`src/verilog/sbfw_cfg.svh`:
```
// Constants for the sample buffer purge and watermark control block
`ifndef SBFW_CFG_SVH
`define SBFW_CFG_SVH

// ****************************************************************
// Register map and field layout
// ****************************************************************
`define SBFW_CTRL_ADDR   8'h27
`define SBFW_PURGE_BIT   7
`define SBFW_WAKE_BIT    6
`define SBFW_THR_MSB     5
`define SBFW_THR_W       6
`define SBFW_CTRL_RESET  7'h00
`define SBFW_RD_ZERO     8'h00

// ****************************************************************
// Storage geometry
// ****************************************************************
`define SBFW_DEPTH       32
`define SBFW_DATA_W      36
`define SBFW_SKID_DEPTH  2

`endif

```
`src/verilog/sbfw_pkg.sv`:
```
// Types shared by the sample buffer purge and watermark control block
`default_nettype none

package sbfw_pkg;

	// ****************************************************************
	// Store policies and triggered-mode phases
	// ****************************************************************
	typedef enum logic [1:0] {
		SBFW_OFF    = 2'b00,
		SBFW_STREAM = 2'b01,
		SBFW_STOP   = 2'b10,
		SBFW_TRIG   = 2'b11
	} sbfw_mode_t;

	typedef enum logic [1:0] {
		SBFW_ARMED = 2'b00,
		SBFW_POST  = 2'b01,
		SBFW_HALT  = 2'b10
	} sbfw_phase_t;

	// ****************************************************************
	// Software-visible control fields
	// ****************************************************************
	typedef struct packed {
		logic       keep_awake_select;
		logic [5:0] fill_threshold;
	} sbfw_ctrl_t;

	// Buffer flags plus fill count
	typedef struct packed {
		logic       watermark;
		logic       overrun_flag;
		logic [5:0] fill;
	} sbfw_stat_t;

endpackage : sbfw_pkg

`default_nettype wire

```
`src/verilog/sbfw_buffer_ctrl.sv`:
```
// Sample store with purge, fill watermark and keep-awake control
`include "sbfw_cfg.svh"
`timescale 1ns/1ps
`default_nettype none

module sbfw_buffer_ctrl #(
	parameter int DATA_W = `SBFW_DATA_W,
	parameter int DEPTH  = `SBFW_DEPTH
) (
	input  wire logic              CLK,
	input  wire logic              NRST,
	input  wire logic [7:0]        REG_ADDR,
	input  wire logic              REG_WR,
	input  wire logic [7:0]        REG_WDATA,
	input  wire logic              REG_RD,
	output logic      [7:0]        REG_RDATA,
	input  wire logic [1:0]        BUF_MODE,
	input  wire logic              TRIG_EVENT,
	input  wire logic              S_VALID,
	input  wire logic [DATA_W-1:0] S_DATA,
	output logic                   S_READY,
	input  wire logic              POP_REQ,
	output logic      [DATA_W-1:0] POP_DATA,
	output logic                   POP_VALID,
	output logic      [5:0]        FILL_COUNT,
	output logic                   WATERMARK_FLAG,
	output logic                   OVERRUN_FLAG,
	input  wire logic              TIMER_EXPIRED,
	output logic                   TIMER_RESTART,
	output logic                   SLEEP_ENTER,
	output logic                   BUF_ACTIVITY,
	output logic                   GATE_CLEAR
);

	localparam int PW = $clog2(DEPTH);
	localparam int CW = PW + 1;
	localparam logic [CW-1:0] FULL_CNT = CW'(DEPTH);

	// ****************************************************************
	// State
	// ****************************************************************
	sbfw_pkg::sbfw_ctrl_t  ctrl, next_ctrl;
	sbfw_pkg::sbfw_stat_t  stat, next_stat;
	sbfw_pkg::sbfw_phase_t phase, next_phase;
	logic [DATA_W-1:0]     mem [DEPTH];
	logic [DATA_W-1:0]     skid [`SBFW_SKID_DEPTH];
	logic [PW-1:0]         head, next_head, tail, next_tail;
	logic [CW-1:0]         cnt, next_cnt, post_cnt, next_post_cnt;
	logic [1:0]            sk_cnt, next_sk_cnt;
	logic                  sk_wp, next_sk_wp, sk_rp, next_sk_rp;
	logic [7:0]            next_rdata;
	logic [DATA_W-1:0]     next_pop_data;
	logic                  next_pop_valid, next_ready;
	logic                  next_restart, next_sleep, next_act, next_gclr;
	logic                  purge, push, pop, drop, drain, ovf_set;
	logic                  relevant, flag_clear, ctrl_hit;
	logic [CW-1:0]         thr_c, post_target;
	sbfw_pkg::sbfw_mode_t  mode;

	// ****************************************************************
	// Next-state computation
	// ****************************************************************
	// All datapath and flag decisions in one place for priority clarity
	always_comb
	begin
		mode          = sbfw_pkg::sbfw_mode_t'(BUF_MODE);
		ctrl_hit      = REG_ADDR == `SBFW_CTRL_ADDR;
		thr_c         = CW'(ctrl.fill_threshold);
		// Threshold at or above depth leaves no room after the trigger
		post_target   = (thr_c >= FULL_CNT) ? '0 : FULL_CNT - thr_c;
		next_ctrl     = ctrl;
		next_phase    = phase;
		next_head     = head;
		next_tail     = tail;
		next_post_cnt = post_cnt;
		next_sk_cnt   = sk_cnt;
		next_sk_wp    = sk_wp;
		next_sk_rp    = sk_rp;
		next_pop_data = POP_DATA;
		push          = 1'b0;
		drop          = 1'b0;
		drain         = 1'b0;
		ovf_set       = 1'b0;
		if (REG_WR && ctrl_hit)
		begin
			next_ctrl = sbfw_pkg::sbfw_ctrl_t'(REG_WDATA[`SBFW_WAKE_BIT:0]);
		end
		// purge acts for one cycle only, never stored
		purge = REG_WR && ctrl_hit && REG_WDATA[`SBFW_PURGE_BIT];
		if (mode == sbfw_pkg::SBFW_OFF)
		begin
			purge = 1'b1;
		end
		pop = POP_REQ && (cnt != '0);
		// Store policy decides whether the waiting word may drain
		if (sk_cnt != 2'b00)
		begin
			unique case (mode)
				sbfw_pkg::SBFW_OFF:
				begin
					drain = 1'b1;
				end
				sbfw_pkg::SBFW_STREAM:
				begin
					drain = 1'b1;
					push  = 1'b1;
					// Oldest word gives way when full
					drop  = (cnt == FULL_CNT) && !pop;
					ovf_set = cnt == FULL_CNT;
				end
				sbfw_pkg::SBFW_STOP:
				begin
					// Full store stalls the source via the skid buffer
					drain   = (cnt != FULL_CNT) || pop;
					push    = drain;
					ovf_set = cnt == FULL_CNT;
				end
				sbfw_pkg::SBFW_TRIG:
				begin
					drain = 1'b1;
					unique case (phase)
						sbfw_pkg::SBFW_ARMED:
						begin
							push = thr_c != '0;
							drop = push && (cnt >= thr_c) && !pop;
						end
						sbfw_pkg::SBFW_POST:
						begin
							push = 1'b1;
						end
						default:
						begin
							push = 1'b0;
						end
					endcase
				end
			endcase
		end
		unique case (phase)
			sbfw_pkg::SBFW_ARMED:
			begin
				if (mode == sbfw_pkg::SBFW_TRIG && TRIG_EVENT)
				begin
					next_post_cnt = '0;
					next_phase    = (post_target == '0) ? sbfw_pkg::SBFW_HALT
						: sbfw_pkg::SBFW_POST;
					ovf_set       = ovf_set || (post_target == '0);
				end
			end
			sbfw_pkg::SBFW_POST:
			begin
				if (push)
				begin
					next_post_cnt = post_cnt + 1'b1;
					if (next_post_cnt >= post_target)
					begin
						next_phase = sbfw_pkg::SBFW_HALT;
						ovf_set    = 1'b1;
					end
				end
			end
			sbfw_pkg::SBFW_HALT:
			begin
				// Rearm once emptied by reads
				if (pop && cnt == CW'(1) && !push)
				begin
					next_phase = sbfw_pkg::SBFW_ARMED;
				end
			end
			default:
			begin
				next_phase = sbfw_pkg::SBFW_ARMED;
			end
		endcase
		if (mode != sbfw_pkg::SBFW_TRIG)
		begin
			next_phase = sbfw_pkg::SBFW_ARMED;
		end
		// Pointer and count update
		if (pop || drop)
		begin
			next_head = head + 1'b1;
		end
		if (push)
		begin
			next_tail = tail + 1'b1;
		end
		if (pop)
		begin
			next_pop_data = mem[head];
		end
		next_cnt = cnt + CW'(push) - CW'(pop || drop);
		// Skid buffer bookkeeping
		if (drain)
		begin
			next_sk_rp = ~sk_rp;
		end
		if (S_VALID && S_READY)
		begin
			next_sk_wp = ~sk_wp;
		end
		next_sk_cnt = sk_cnt + 2'(S_VALID && S_READY) - 2'(drain);
		// purge empties store and clears flags
		// purge overrides a store in the same cycle
		if (purge)
		begin
			next_head     = '0;
			next_tail     = '0;
			next_cnt      = '0;
			next_sk_cnt   = 2'b00;
			next_sk_wp    = 1'b0;
			next_sk_rp    = 1'b0;
			next_phase    = sbfw_pkg::SBFW_ARMED;
			next_post_cnt = '0;
		end
		next_ready = next_sk_cnt != 2'(`SBFW_SKID_DEPTH);
		next_stat.fill = 6'(next_cnt);
		// recomputed every cycle from the new values
		next_stat.watermark = (next_ctrl.fill_threshold != '0)
			&& (next_cnt >= CW'(next_ctrl.fill_threshold));
		// New overrun beats a read clear; purge clears outright
		next_stat.overrun_flag = !purge
			&& (ovf_set || (stat.overrun_flag && !pop));
		// keep-awake select only in stream or stop
		relevant = ctrl.keep_awake_select
			&& (mode == sbfw_pkg::SBFW_STREAM || mode == sbfw_pkg::SBFW_STOP);
		flag_clear = (purge || pop) && (stat.watermark || stat.overrun_flag);
		// host clearing flags restarts the sleep timer
		next_restart = relevant && flag_clear;
		// flags ignored when select is low
		// OR of flags counts as activity
		next_act = relevant && (next_stat.watermark || next_stat.overrun_flag);
		// uncleared flags do not hold off sleep
		next_sleep = TIMER_EXPIRED && !(relevant && flag_clear);
		// gate error and gated counter cleared by purge
		// also cleared when the last sample is read out
		next_gclr = purge || (pop && cnt == CW'(1) && !push);
		next_pop_valid = pop && !purge;
		// purge bit position always reads zero
		next_rdata = `SBFW_RD_ZERO;
		if (REG_RD && ctrl_hit)
		begin
			next_rdata = {1'b0, ctrl};
		end
	end

	// ****************************************************************
	// Registers
	// ****************************************************************
	// Control and status flops, synchronous active-low reset
	always_ff @(posedge CLK)
	begin
		if (!NRST)
		begin
			ctrl           <= sbfw_pkg::sbfw_ctrl_t'(`SBFW_CTRL_RESET);
			stat           <= '0;
			phase          <= sbfw_pkg::SBFW_ARMED;
			head           <= '0;
			tail           <= '0;
			cnt            <= '0;
			post_cnt       <= '0;
			sk_cnt         <= 2'b00;
			sk_wp          <= 1'b0;
			sk_rp          <= 1'b0;
			REG_RDATA      <= `SBFW_RD_ZERO;
			POP_DATA       <= '0;
			POP_VALID      <= 1'b0;
			S_READY        <= 1'b0;
			TIMER_RESTART  <= 1'b0;
			SLEEP_ENTER    <= 1'b0;
			BUF_ACTIVITY   <= 1'b0;
			GATE_CLEAR     <= 1'b0;
		end
		else
		begin
			ctrl           <= next_ctrl;
			stat           <= next_stat;
			phase          <= next_phase;
			head           <= next_head;
			tail           <= next_tail;
			cnt            <= next_cnt;
			post_cnt       <= next_post_cnt;
			sk_cnt         <= next_sk_cnt;
			sk_wp          <= next_sk_wp;
			sk_rp          <= next_sk_rp;
			REG_RDATA      <= next_rdata;
			POP_DATA       <= next_pop_data;
			POP_VALID      <= next_pop_valid;
			S_READY        <= next_ready;
			TIMER_RESTART  <= next_restart;
			SLEEP_ENTER    <= next_sleep;
			BUF_ACTIVITY   <= next_act;
			GATE_CLEAR     <= next_gclr;
		end
	end

	// Sample storage; data words need no reset, pointers guard them
	always_ff @(posedge CLK)
	begin
		if (push && !purge)
		begin
			mem[tail] <= skid[sk_rp];
		end
		if (S_VALID && S_READY)
		begin
			skid[sk_wp] <= S_DATA;
		end
	end

	// Status outputs straight from the status flops
	assign FILL_COUNT     = stat.fill;
	assign WATERMARK_FLAG = stat.watermark;
	assign OVERRUN_FLAG   = stat.overrun_flag;

endmodule : sbfw_buffer_ctrl

`default_nettype wire

```
`config.mk`:
```
export PLATFORM = sky130hd
export DESIGN_NAME = sbfw_buffer_ctrl
export DESIGN_NICKNAME = d
export VERILOG_FILES = /design/src/verilog/sbfw_pkg.sv /design/src/verilog/sbfw_buffer_ctrl.sv
export VERILOG_INCLUDE_DIRS = /design/src /design/src/verilog
export SDC_FILE = /design/constraint.sdc
export NUM_CORES = 1
export LEC_CHECK = 0
export ABC_AREA = 1
export BUFFER_PORTS_ARGS = -buffer_cell sky130_fd_sc_hd__buf_2
export CAP_MARGIN = 20
export CORE_MARGIN = 2
export CORE_UTILIZATION = 30
export CTS_CLUSTER_SIZE = 24
export DETAILED_ROUTE_END_ITERATION = 10
export GPL_TIMING_DRIVEN = 0
export PLACE_DENSITY_LB_ADDON = 0.15
export REMOVE_ABC_BUFFERS = 1
export SKIP_CTS_REPAIR_TIMING = 1
export SYNTH_ARGS = -nofsm -noshare
export SYNTH_HDL_FRONTEND = slang
export SYNTH_SLANG_ARGS = --single-unit
```
`constraint.sdc`:
```
create_clock -name CLK -period 7.2 [get_ports CLK]
set_clock_uncertainty 0.2 [all_clocks]
set_input_delay 0 -clock CLK [delete_from_list [all_inputs] [get_ports CLK]]
set_output_delay 0 -clock CLK [all_outputs]
set_load 0.005 [all_outputs]
```
==> qor.txt, run 1 <==
Post-Synthesis Cells - 4051
crit share post-route - 64.8%
max incr delay on CP - 0.44 ns
Multi-input gate area - 12100 um2
H-tree depth - 4
insertion delay to the later sink of the worst-skew pair - 0.79 ns
DIE WIDTH - 420 um
Max Clk Rate - 0.214 GHz
Net count, final - 4393
VDD IR-drop max - 0.202 mV
largest net degree at the start of global routing - 147
startpoint types - register
first-pass GRT wire length - 226000 um
Final Non-Filler Cells - 6725
core area - 172000 um2
simple-gate area share of the yosys netlist - 10.3%
Post-Synth XOR/XNOR Area - 0.185%
Pleak - 0.0207 uW
register bit count reported by yosys - 1311
Die ar. - 177000 um2
final slew viol count - 0
initial core utilization - 30.2%
Synth Area in Adders - 1.03%
TritonRoute pass-1 iters - 6
compound-gate portion of the synthesized area - 10.6%
Synth async-reset ratio - 0%
vias post-DR - 33368
share of layout cells above drive strength 1 - 11.9%
Hold Fails Final Rpt - 0
vias per inst - 4.96
Port Buffers - 118
Critical Path Fanout Max - 7
mean post-synth cell area - 12.8 um2
Worst Hold Class - input pin to register
WL final - 159000 um
part of the Yosys area used for sequential elements - 74.1%
DR WL/cell - 23.6 um
All-Layer GR Usage - 17.8%
DRC errors left - 0
CTS tree - built
Post-synth EDFFs - 1224
row cnt - 152
Sequential cell area - 38500 um2
Sw Pwr - 5460 uW
status - finished, final reports clean
Final Wtd Congestion - 0.716
top-area cell type share of the netlist area - 70.7%
post-route antenna net violation count - 0
Die H - 420 um
clock transition at the registers of the reported paths - 0.06 ns
Layout area overhead - 21.0%
Critical Path RT - 7.72 ns
final hold slack - 0.00950 ns
max_slew headroom - 32.7%
RSZ-0062 raised after global routing - false
top cells by area, synth - edfxtp_1 (71%), nor2_1 (5.9%), o21ai_0 (3.9%), dfxtp_1 (3.4%), nand2_1 (2.3%)
Internal - 14100 uW
Switching Share - 27.9%
total gr overflow - 0
final setup vio count - 0
cell repeated most along the worst path - nand2_1
WP buf/inv - 4
Comb pwr share - 16.4%
post-synthesis mux area share - 0.780%
Power per Cell Area - 311 nW/um2
Yosys cell types - 39
CTS Sinks - 1311
critical path's slowest cell - fa_1
Worst setup EP type - register
Mapped Area - 52000 um2
combinational family with the most area after synthesis - compound AO/OA/AOI/OAI gates
DR iter-0 viols - 2724
maximum root-to-sink buffer count - 3
clock root buffer - clkbuf_16
number of global-route vias before repair - 31862
ys flop type - edfxtp_1
commonest cells in the netlist - edfxtp_1 (1224), nor2_1 (813), o21ai_0 (406)
Placed Cells - 6332
CP arrival - 5.18 ns
Flop pwr share - 46.5%
Synth Warn # - 0
hpwl dp - 91900 um
count leader, synth - edfxtp_1
Tmin final - 4.66 ns
fillers - 16643
power share of the clock group - 37.1%
max-cap violations - 0
I/O pins - 120
crit path kind - register to register
antenna violations before repair - 2
total CTS buffers - 148
leading area contributor after synthesis - edfxtp_1
Worst path top cell family by delay - adder cells
Slew @ Worst Pin - 1.01 ns
## worst reg2reg max path, stage by stage (launching register included)
cell       delay (ns)
dfxtp_1          0.38
inv_1            0.15
ha_1             0.32
a21oi_1          0.15
o21a_1           0.14
nand2_1          0.04
nor2_1           0.08
o21ai_0          0.08
nand2_1          0.22
nand2_1          0.25
ha_1             0.35
inv_1            0.04
ha_1             0.21
fa_1             0.44
a21oi_1          0.17
o21ai_0          0.14
xnor2_1          0.23
nor2_1           0.09
ha_1             0.27
nand2_1          0.06
inv_1            0.07
nand4_1          0.08
o2111ai_1        0.10
nand2_1          0.08
inv_1            0.06
nand2_1          0.06
a21oi_1          0.16
## layer usage
layer | vias to the layer above | track usage, % | part of all wire, %
li1 | 15352 | - | -
met1 | 17025 | 25.1 | 47
met3 | 204 | 3.16 | 4.7
met2 | 787 | 28.0 | 47
met4 | 0 | 4.91 | 2.2
met5 | - | 0 | 0
## worst paths after layout
check,start,endpoint,slack [ns],cells after the start
worst max-delay path,thr_c[5],BUF_ACTIVITY,2.54,26
worst min-delay path,REG_ADDR[3],REG_RDATA[6],0.009,5
worst max register to register,thr_c[5],BUF_ACTIVITY,2.54,26
worst min register to register,POP_DATA[16],POP_DATA[16],0.26,2
## layout make-up
| cell class | instances | share of cell area, % |
|---|---|---|
| diodes | 2 | 0.00796 |
| flip-flops and latches | 1311 | 61.3 |
| repair buffers | 344 | 6.98 |
| clock inverters | 78 | 0.896 |
| inverters | 76 | 0.500 |
| multi-input cells | 2408 | 19.3 |
| clock buffers | 196 | 6.44 |
| well taps | 2310 | 4.60 |
## stage by stage
| step | power, uW | util [%] | worst slack (ns) | TNS [ns] | area [um2] |
|---|---|---|---|---|---|
| floorplan | 11300 | - | -16.24 | -610.02 | 50600 |
| global placement | 12400 | 31.5 | -58.36 | -5221.50 | 54100 |
| detailed placement | 12500 | 33.2 | 2.54 | 0 | 57100 |
| CTS | 19800 | 35.9 | 2.50 | 0 | 61700 |
| global route | 20400 | 36.6 | 1.94 | 0 | 62900 |
| finish | 19600 | 36.6 | 2.54 | 0 | 62900 |
## cell usage in the layout (no fill, tap or decap), drive strengths merged, types with 4 or more instances in the layout
| cell | synthesis | routed |
|---|---|---|
| a21oi | 97 | 97 |
| buf | 148 | 227 |
| bufinv | 0 | 5 |
| clkbuf | 108 | 196 |
| clkinv | 2 | 62 |
| clkinvlp | 0 | 4 |
| dfxtp | 87 | 87 |
| dlygate4sd3 | 0 | 117 |
| edfxtp | 1224 | 1224 |
| ha | 41 | 41 |
| inv | 74 | 83 |
| mux2 | 36 | 36 |
| nand2 | 319 | 319 |
| nand3 | 138 | 138 |
| nand4 | 48 | 48 |
| nor2 | 814 | 814 |
| nor3 | 7 | 7 |
| o211ai | 145 | 145 |
| o21ai | 607 | 607 |
| o22ai | 133 | 133 |
| xnor2 | 5 | 5 |
| xor2 | 6 | 6 |
## cell families after synthesis
kind of cell    Yosys count
xor+xnor                 11
flops                  1311
compound gates          987
mux                      36
fa+ha+maj                42
other cells               1
simple gates           1331
buf+inv                 332
## power groups by stage
stage | clock network [uW] | registers, uW | logic, uW
final | 7250 | 9110 | 3210
after global placement | 0 | 9600 | 2830
after detailed placement | 0 | 9270 | 3220
after CTS | 7420 | 9110 | 3230
after floorplan | 0 | 9400 | 1910
after global routing | 7710 | 9130 | 3610
## state kept, by name, indices dropped and copies added, names as in the netlist, 2 cells and up, named ones only
register	cells
sk_cnt	2
head	5
mem	1152
thr_c	6
post_cnt	6
tail	5
cnt	6
skid	72
phase	2
REG_RDATA	7
POP_DATA	36
Power figures use the tool's default switching activity.
==> run 2, diff against run 1 <==
--- a/config.mk
+++ b/config.mk
@@ -6,7 +6,7 @@
 export SDC_FILE = /design/constraint.sdc
 export NUM_CORES = 1
 export LEC_CHECK = 0
-export ABC_AREA = 1
+export ABC_AREA = 0
 export BUFFER_PORTS_ARGS = -buffer_cell sky130_fd_sc_hd__buf_2
 export CAP_MARGIN = 20
 export CORE_MARGIN = 2
==> constraint.sdc (replaced) <==
create_clock -name CLK -period 4.9 [get_ports CLK]
set_clock_uncertainty 0.2 [all_clocks]
set_input_delay 0 -clock CLK [delete_from_list [all_inputs] [get_ports CLK]]
set_output_delay 0 -clock CLK [all_outputs]
set_load 0.005 [all_outputs]
==> run 2 against run 1 <==
  * Critical path depth down 5
  * Register-to-register slack worse by 2.2 ns
  * Sequential cell count unchanged
  * Highest routed layer unchanged
==> qor.txt, run 2 <==
setup TNS - 0 ns
DR iter-0 viols - 2198
CP cell instances - inv_1 > ha_1 > nor3b_4 > a2111oi_4 > a221o_1 > a31oi_4 > inv_1 > ha_1 > inv_1 > ha_1 > a21o_1 > a21oi_1 > o21bai_1 > a21oi_1 > xnor2_1 > nor2_1 > ha_1 > a21o_1 > a31o_2 > o2111a_1 > o21ba_2
Worst Hold Class - input pin to register
CTS Sinks - 1311
Largest regs - mem: 1152 flops, skid: 72 flops, POP_DATA: 36 flops
top-area cell type share of the netlist area - 73.2%
Internal - 21300 uW
Tot Pwr - 28300 uW
maximum root-to-sink buffer count - 3
DIE WIDTH - 413 um
reg2reg start - thr_c[0]
Hold Fails Final Rpt - 0
Register-to-Register Path Depth - 21
hpwl dp - 85200 um
critical path startpoint - thr_c[0]
crit share post-route - 93.1%
Net count, final - 2950
Post-synth EDFFs - 1224
Tmin final - 4.56 ns
I/O pins - 120
initial core utilization - 30.1%
Flop pwr share - 48.0%
TritonRoute pass-1 iters - 4
row cnt - 150
final slew viol count - 0
final setup vio count - 0
Mapped Area - 50200 um2
Layout area overhead - 21.7%
power share of the clock group - 37.2%
DR WL/cell - 25.9 um
crit path kind - register to register
commonest non-fill, non-tap cell in the layout - edfxtp_1
Max Clk Rate - 0.219 GHz
Sw Pwr - 7020 uW
largest net degree at the start of global routing - 51
Die H - 413 um
fillers - 15380
Switching Share - 24.8%
Pleak - 0.0192 uW
Post-Synthesis Cells - 2495
Critical Path Sink - BUF_ACTIVITY
Top reg by flops - mem
H-tree depth - 4
Power per Cell Area - 463 nW/um2
insertion delay to the later sink of the worst-skew pair - 0.77 ns
cell repeated most along the worst path - ha_1
CP arrival - 5.02 ns
Synth async-reset ratio - 0%
Port Buffers - 118
Non-Filler Cell Area, Final - 61100 um2
clock transition at the registers of the reported paths - 0.06 ns
max reg flops - 1152
ys flop type - edfxtp_1
final hold slack - 0.126 ns
part of the Yosys area used for sequential elements - 76.6%
status - finished, final reports clean
vias post-DR - 25627
startpoint types - register
r2r setup slk - 0.34 ns
Slew @ Worst Pin - 1.01 ns
All-Layer GR Usage - 15.6%
reg2reg end - BUF_ACTIVITY
CTS tree - built
antenna violations before repair - 4
max incr delay on CP - 0.50 ns
register bit count reported by yosys - 1311
Comb pwr share - 14.9%
Yosys cell types - 65
Critical Path Fanout Max - 7
mean post-synth cell area - 20.1 um2
Area after DPL - 55300 um2
first-pass GRT wire length - 190000 um
number of global-route vias before repair - 26523
most frequent cells in the layout - edfxtp_1 (1224), mux4_2 (218), mux2i_1 (150)
Final Wtd Congestion - 0.712
VDD IR-drop max - 0.373 mV
clock root buffer - clkbuf_16
vias per inst - 4.96
max-cap violations - 0
share of layout cells above drive strength 1 - 24.7%
max_slew headroom - 32.6%
count leader, synth - edfxtp_1
leading area contributor after synthesis - edfxtp_1
Critical Path RT - 5.36 ns
WL final - 134000 um
top cells by area, synth - edfxtp_1 (73%), mux4_2 (9.8%), dfxtp_1 (3.5%), mux2i_1 (3.0%), a22oi_1 (1.1%)
critical path's slowest cell - dfxtp_1
Synth Warn # - 0
total gr overflow - 0
Die ar. - 171000 um2
core area - 167000 um2
total CTS buffers - 144
Worst setup EP type - register
DRC errors left - 0
commonest cells in the netlist - edfxtp_1 (1224), mux4_2 (218), mux2i_1 (150)
post-route antenna net violation count - 0
run 2: cell families (layout without fill, tap and decap cells):
kind of cell / count (synthesis) / after routing / share of synthesized area (%)
flops: 1311 / 1311 / 76.6
compound gates: 311 / 311 / 4.59
fa+ha+maj: 42 / 42 / 1.06
other cells: 1 / 2 / 0.00747
mux: 405 / 405 / 13.6
buf+inv: 157 / 628 / 1.49
simple gates: 250 / 250 / 2.31
xor+xnor: 18 / 18 / 0.314
run 2: worst min path at each step:
stage	startpoint	to	slack, ns	cells past startpoint
finish	POP_REQ	GATE_CLEAR	0.13	7
global route	POP_REQ	GATE_CLEAR	0.15	7
CTS	S_DATA[0]	skid[0][0]	-0.84	1
detailed placement	S_DATA[0]	skid[0][0]	-0.008	1
global placement	S_DATA[2]	skid[1][2]	-0.01	1
floorplan	S_DATA[0]	skid[0][0]	-0.10	0
run 2: layer usage:
metal / routed length [um] / part of all wire [%] / vias up / global-route usage (%)
met2: 64500 / 48 / 583 / 25.3
met5: 0 / 0 / - / 0
met4: 3100 / 2.3 / 0 / 4.43
met3: 5330 / 4.0 / 199 / 2.68
met1: 61000 / 46 / 13799 / 21.5
li1: - / - / 11046 / -
run 2: through the flow:
step,setup slack [ns],instances,util [%]
after floorplan,-10.50,2365,-
after global placement,-23.37,4687,31.8
after detailed placement,0.0706,4784,33.2
after CTS,0.0431,5050,36.0
after global routing,-0.000183,5171,36.7
final,0.340,5171,36.7
run 2: layout make-up:
class                           count  area (um2)  area share (%)
Inverter                           27         101           0.166
Antenna cell                        1        2.50         0.00409
Multi-Input combinational cell   1027       11300            18.5
Sequential cell                  1311       38500            63.0
Clock inverter                     61         528           0.864
Clock buffer                      205        4090            6.69
Tap cell                         2204        2760            4.51
Timing Repair Buffer              335        3840            6.29
run 2: power by group through the flow:
stage / Combinational [uW] / Sequential [uW] / Clock, uW
finish: 4200 / 13600 / 10500
global route: 4650 / 13600 / 11200
CTS: 4250 / 13600 / 10800
detailed placement: 4240 / 13800 / 0
global placement: 3530 / 14100 / 0
floorplan: 2840 / 14000 / 0
run 2: critical path, delay by kind of cell (launching register included):
family,cells,cell delay (ns)
compound gates,11,2.07
flops,1,0.50
simple gates,2,0.29
xor+xnor,1,0.17
fa+ha+maj,4,0.97
buf+inv,3,0.24
==> run 3, diff against run 2 <==
--- a/config.mk
+++ b/config.mk
@@ -10,12 +10,11 @@
 export BUFFER_PORTS_ARGS = -buffer_cell sky130_fd_sc_hd__buf_2
 export CAP_MARGIN = 20
 export CORE_MARGIN = 2
-export CORE_UTILIZATION = 30
+export CORE_UTILIZATION = 32
 export CTS_CLUSTER_SIZE = 24
 export DETAILED_ROUTE_END_ITERATION = 10
 export GPL_TIMING_DRIVEN = 0
 export PLACE_DENSITY_LB_ADDON = 0.15
-export REMOVE_ABC_BUFFERS = 1
 export SKIP_CTS_REPAIR_TIMING = 1
 export SYNTH_ARGS = -nofsm -noshare
 export SYNTH_HDL_FRONTEND = slang
==> run 3 against run 2 <==
  * Wire length is 11% higher
  * Cell count is 0.77% lower
  * Sequential power hardly changed
  * Worst hold slack worse by 0.11 ns
  * Non-clock buffer count is 107 higher
  * Sequential share of layout area hardly changed
  * Fmax is 1.6% lower
  * First-iteration DRC count is 0.64% higher
  * Critical path depth stayed put
  * Setup slack worse by 0.074 ns
  * Clock power hardly changed
  * Core utilization is 2.5 points higher
  * Highest routed layer unchanged
==> qor.txt, run 3 (synthesized netlist as in run 2, its figures left out) <==
status - finished, final reports clean
Final Wtd Congestion - 0.767
All-Layer GR Usage - 18.3%
total gr overflow - 0
Max Clk Rate - 0.216 GHz
startpoint types - register
final hold slack - 0.0107 ns
vias post-DR - 26401
Net count, final - 3057
Largest regs - mem: 1152 flops, skid: 72 flops, POP_DATA: 36 flops
antenna violations before repair - 1
post-route antenna net violation count - 0
final slew viol count - 0
antenna cells - 0
TritonRoute pass-1 iters - 7
largest net degree at the start of global routing - 33
CTS Sinks - 1311
I/O pins - 120
cell repeated most along the worst path - ha_1
first-pass GRT wire length - 205000 um
Net Count, Synth - 2599
DR WL/cell - 28.9 um
Hold Path Depth - 5
Layout area overhead - 21.6%
crit path kind - register to register
max-cap violations - 0
Tmin final - 4.63 ns
CP cell instances - inv_1 > ha_1 > nor3b_2 > a2111oi_4 > a221o_1 > a31oi_4 > inv_1 > ha_1 > inv_1 > ha_1 > fa_1 > a21oi_1 > nor2_1 > nor2_1 > xor2_1 > nor2_1 > ha_1 > a21o_1 > a31o_2 > o2111a_1 > o21ba_2
Hold Fails Final Rpt - 0
most frequent cells in the layout - edfxtp_1 (1224), mux4_2 (218), mux2i_1 (150)
Worst setup EP type - register
Critical Path Fanout Max - 5
number of global-route vias before repair - 26869
Die ar. - 160000 um2
clock transition at the registers of the reported paths - 0.06 ns
Die H - 400 um
DR iter-0 viols - 2212
Core Util, Final - 39.1%
Port Buffers - 118
WL final - 148000 um
commonest non-fill, non-tap cell in the layout - edfxtp_1
RSZ-0062 raised after global routing - false
total CTS buffers - 144
max incr delay on CP - 0.45 ns
Slew @ Worst Pin - 1.20 ns
DRC errors left - 0
insertion delay to the later sink of the worst-skew pair - 0.79 ns
Top reg by flops - mem
r2r setup slk - 0.27 ns
core area - 156000 um2
clock root buffer - clkbuf_16
Worst Hold Class - input pin to register
critical path's slowest cell - fa_1
DIE WIDTH - 400 um
hpwl dp - 99100 um
row cnt - 145
Pleak - 0.0194 uW
setup TNS - 0 ns
max_slew headroom - 20.0%
Tot Pwr - 29000 uW
Sequential cell area - 38500 um2
vias per inst - 5.15
VDD IR-drop max - 0.267 mV
crit share post-route - 94.6%
Register-to-Register Path Depth - 21
Power per Cell Area - 474 nW/um2
initial core utilization - 32.2%
Multi-input gate area - 11300 um2
CP arrival - 5.11 ns
fillers - 14121
CTS tree - built
H-tree depth - 4
max reg flops - 1152
final setup vio count - 0
Critical Path RT - 5.37 ns
maximum root-to-sink buffer count - 3
share of layout cells above drive strength 1 - 24.4%
==> run 3: changes by cell type in the layout (fill, tap and decap cells not counted), sizes merged <==
cell	before	now
dlygate4sd3	119	123
clkinv	43	38
bufinv	6	11
dlymetal6s2s	0	1
clkbuf	205	277
clkinvlp	4	3
buf	216	248
diode	1	0
inv	35	34
==> run 3: worst max-delay path: cells and delay by family, from the launching register on <==
family                   cells  cell delay, ns
AO/OA/AOI/OAI                8            1.62
XOR/XNOR                     1            0.20
adder cells (fa/ha/maj)      5            1.32
buffers and inverters        3            0.25
flip-flops                   1            0.37
AND/OR/NAND/NOR              4            0.57
==> run 3: layout make-up <==
type	count	share of cell area [%]
clock buffers	207	6.54
flip-flops and latches	1311	63.0
clock inverters	59	1.23
repair buffers	312	5.30
well taps	2058	4.22
inverters	27	0.166
multi-input cells	1027	18.4
plain buffers	130	1.07
==> run 3: final timing paths <==
path | end | start
setup / recovery | BUF_ACTIVITY | thr_c[1]
hold / removal | WATERMARK_FLAG | REG_WDATA[3]
setup reg to reg | BUF_ACTIVITY | thr_c[1]
hold reg to reg | POP_DATA[17] | POP_DATA[17]
==> run 3: metal layers <==
metal	share of wire, %	global-route usage, %	vias up
met2	51	31.9	694
met5	0	0	-
met3	4.1	2.69	190
met4	2.6	5.60	0
met1	42	23.6	14274
li1	-	-	11243
==> run 3: power breakdown <==
| part | leakage [uW] | switching [uW] | internal (uW) | total (uW) |
|---|---|---|---|---|
| registers | 0.0117 | 154 | 13300 | 13500 |
| clock network | 0.00229 | 4530 | 6320 | 10800 |
| logic | 0.00535 | 2850 | 1790 | 4640 |
| total | 0.0194 | 7530 | 21400 | 29000 |
==> run 3: metrics by stage <==
| stage | worst slack [ns] | instance area (um2) | instances |
|---|---|---|---|
| floorplan | 0.671 | 50200 | 2495 |
| global placement | -2.97 | 53400 | 4671 |
| detailed placement | 0.0421 | 55100 | 4740 |
| CTS | 0.0119 | 59800 | 5006 |
| global route | 0.0145 | 61100 | 5131 |
| finish | 0.266 | 61100 | 5131 |
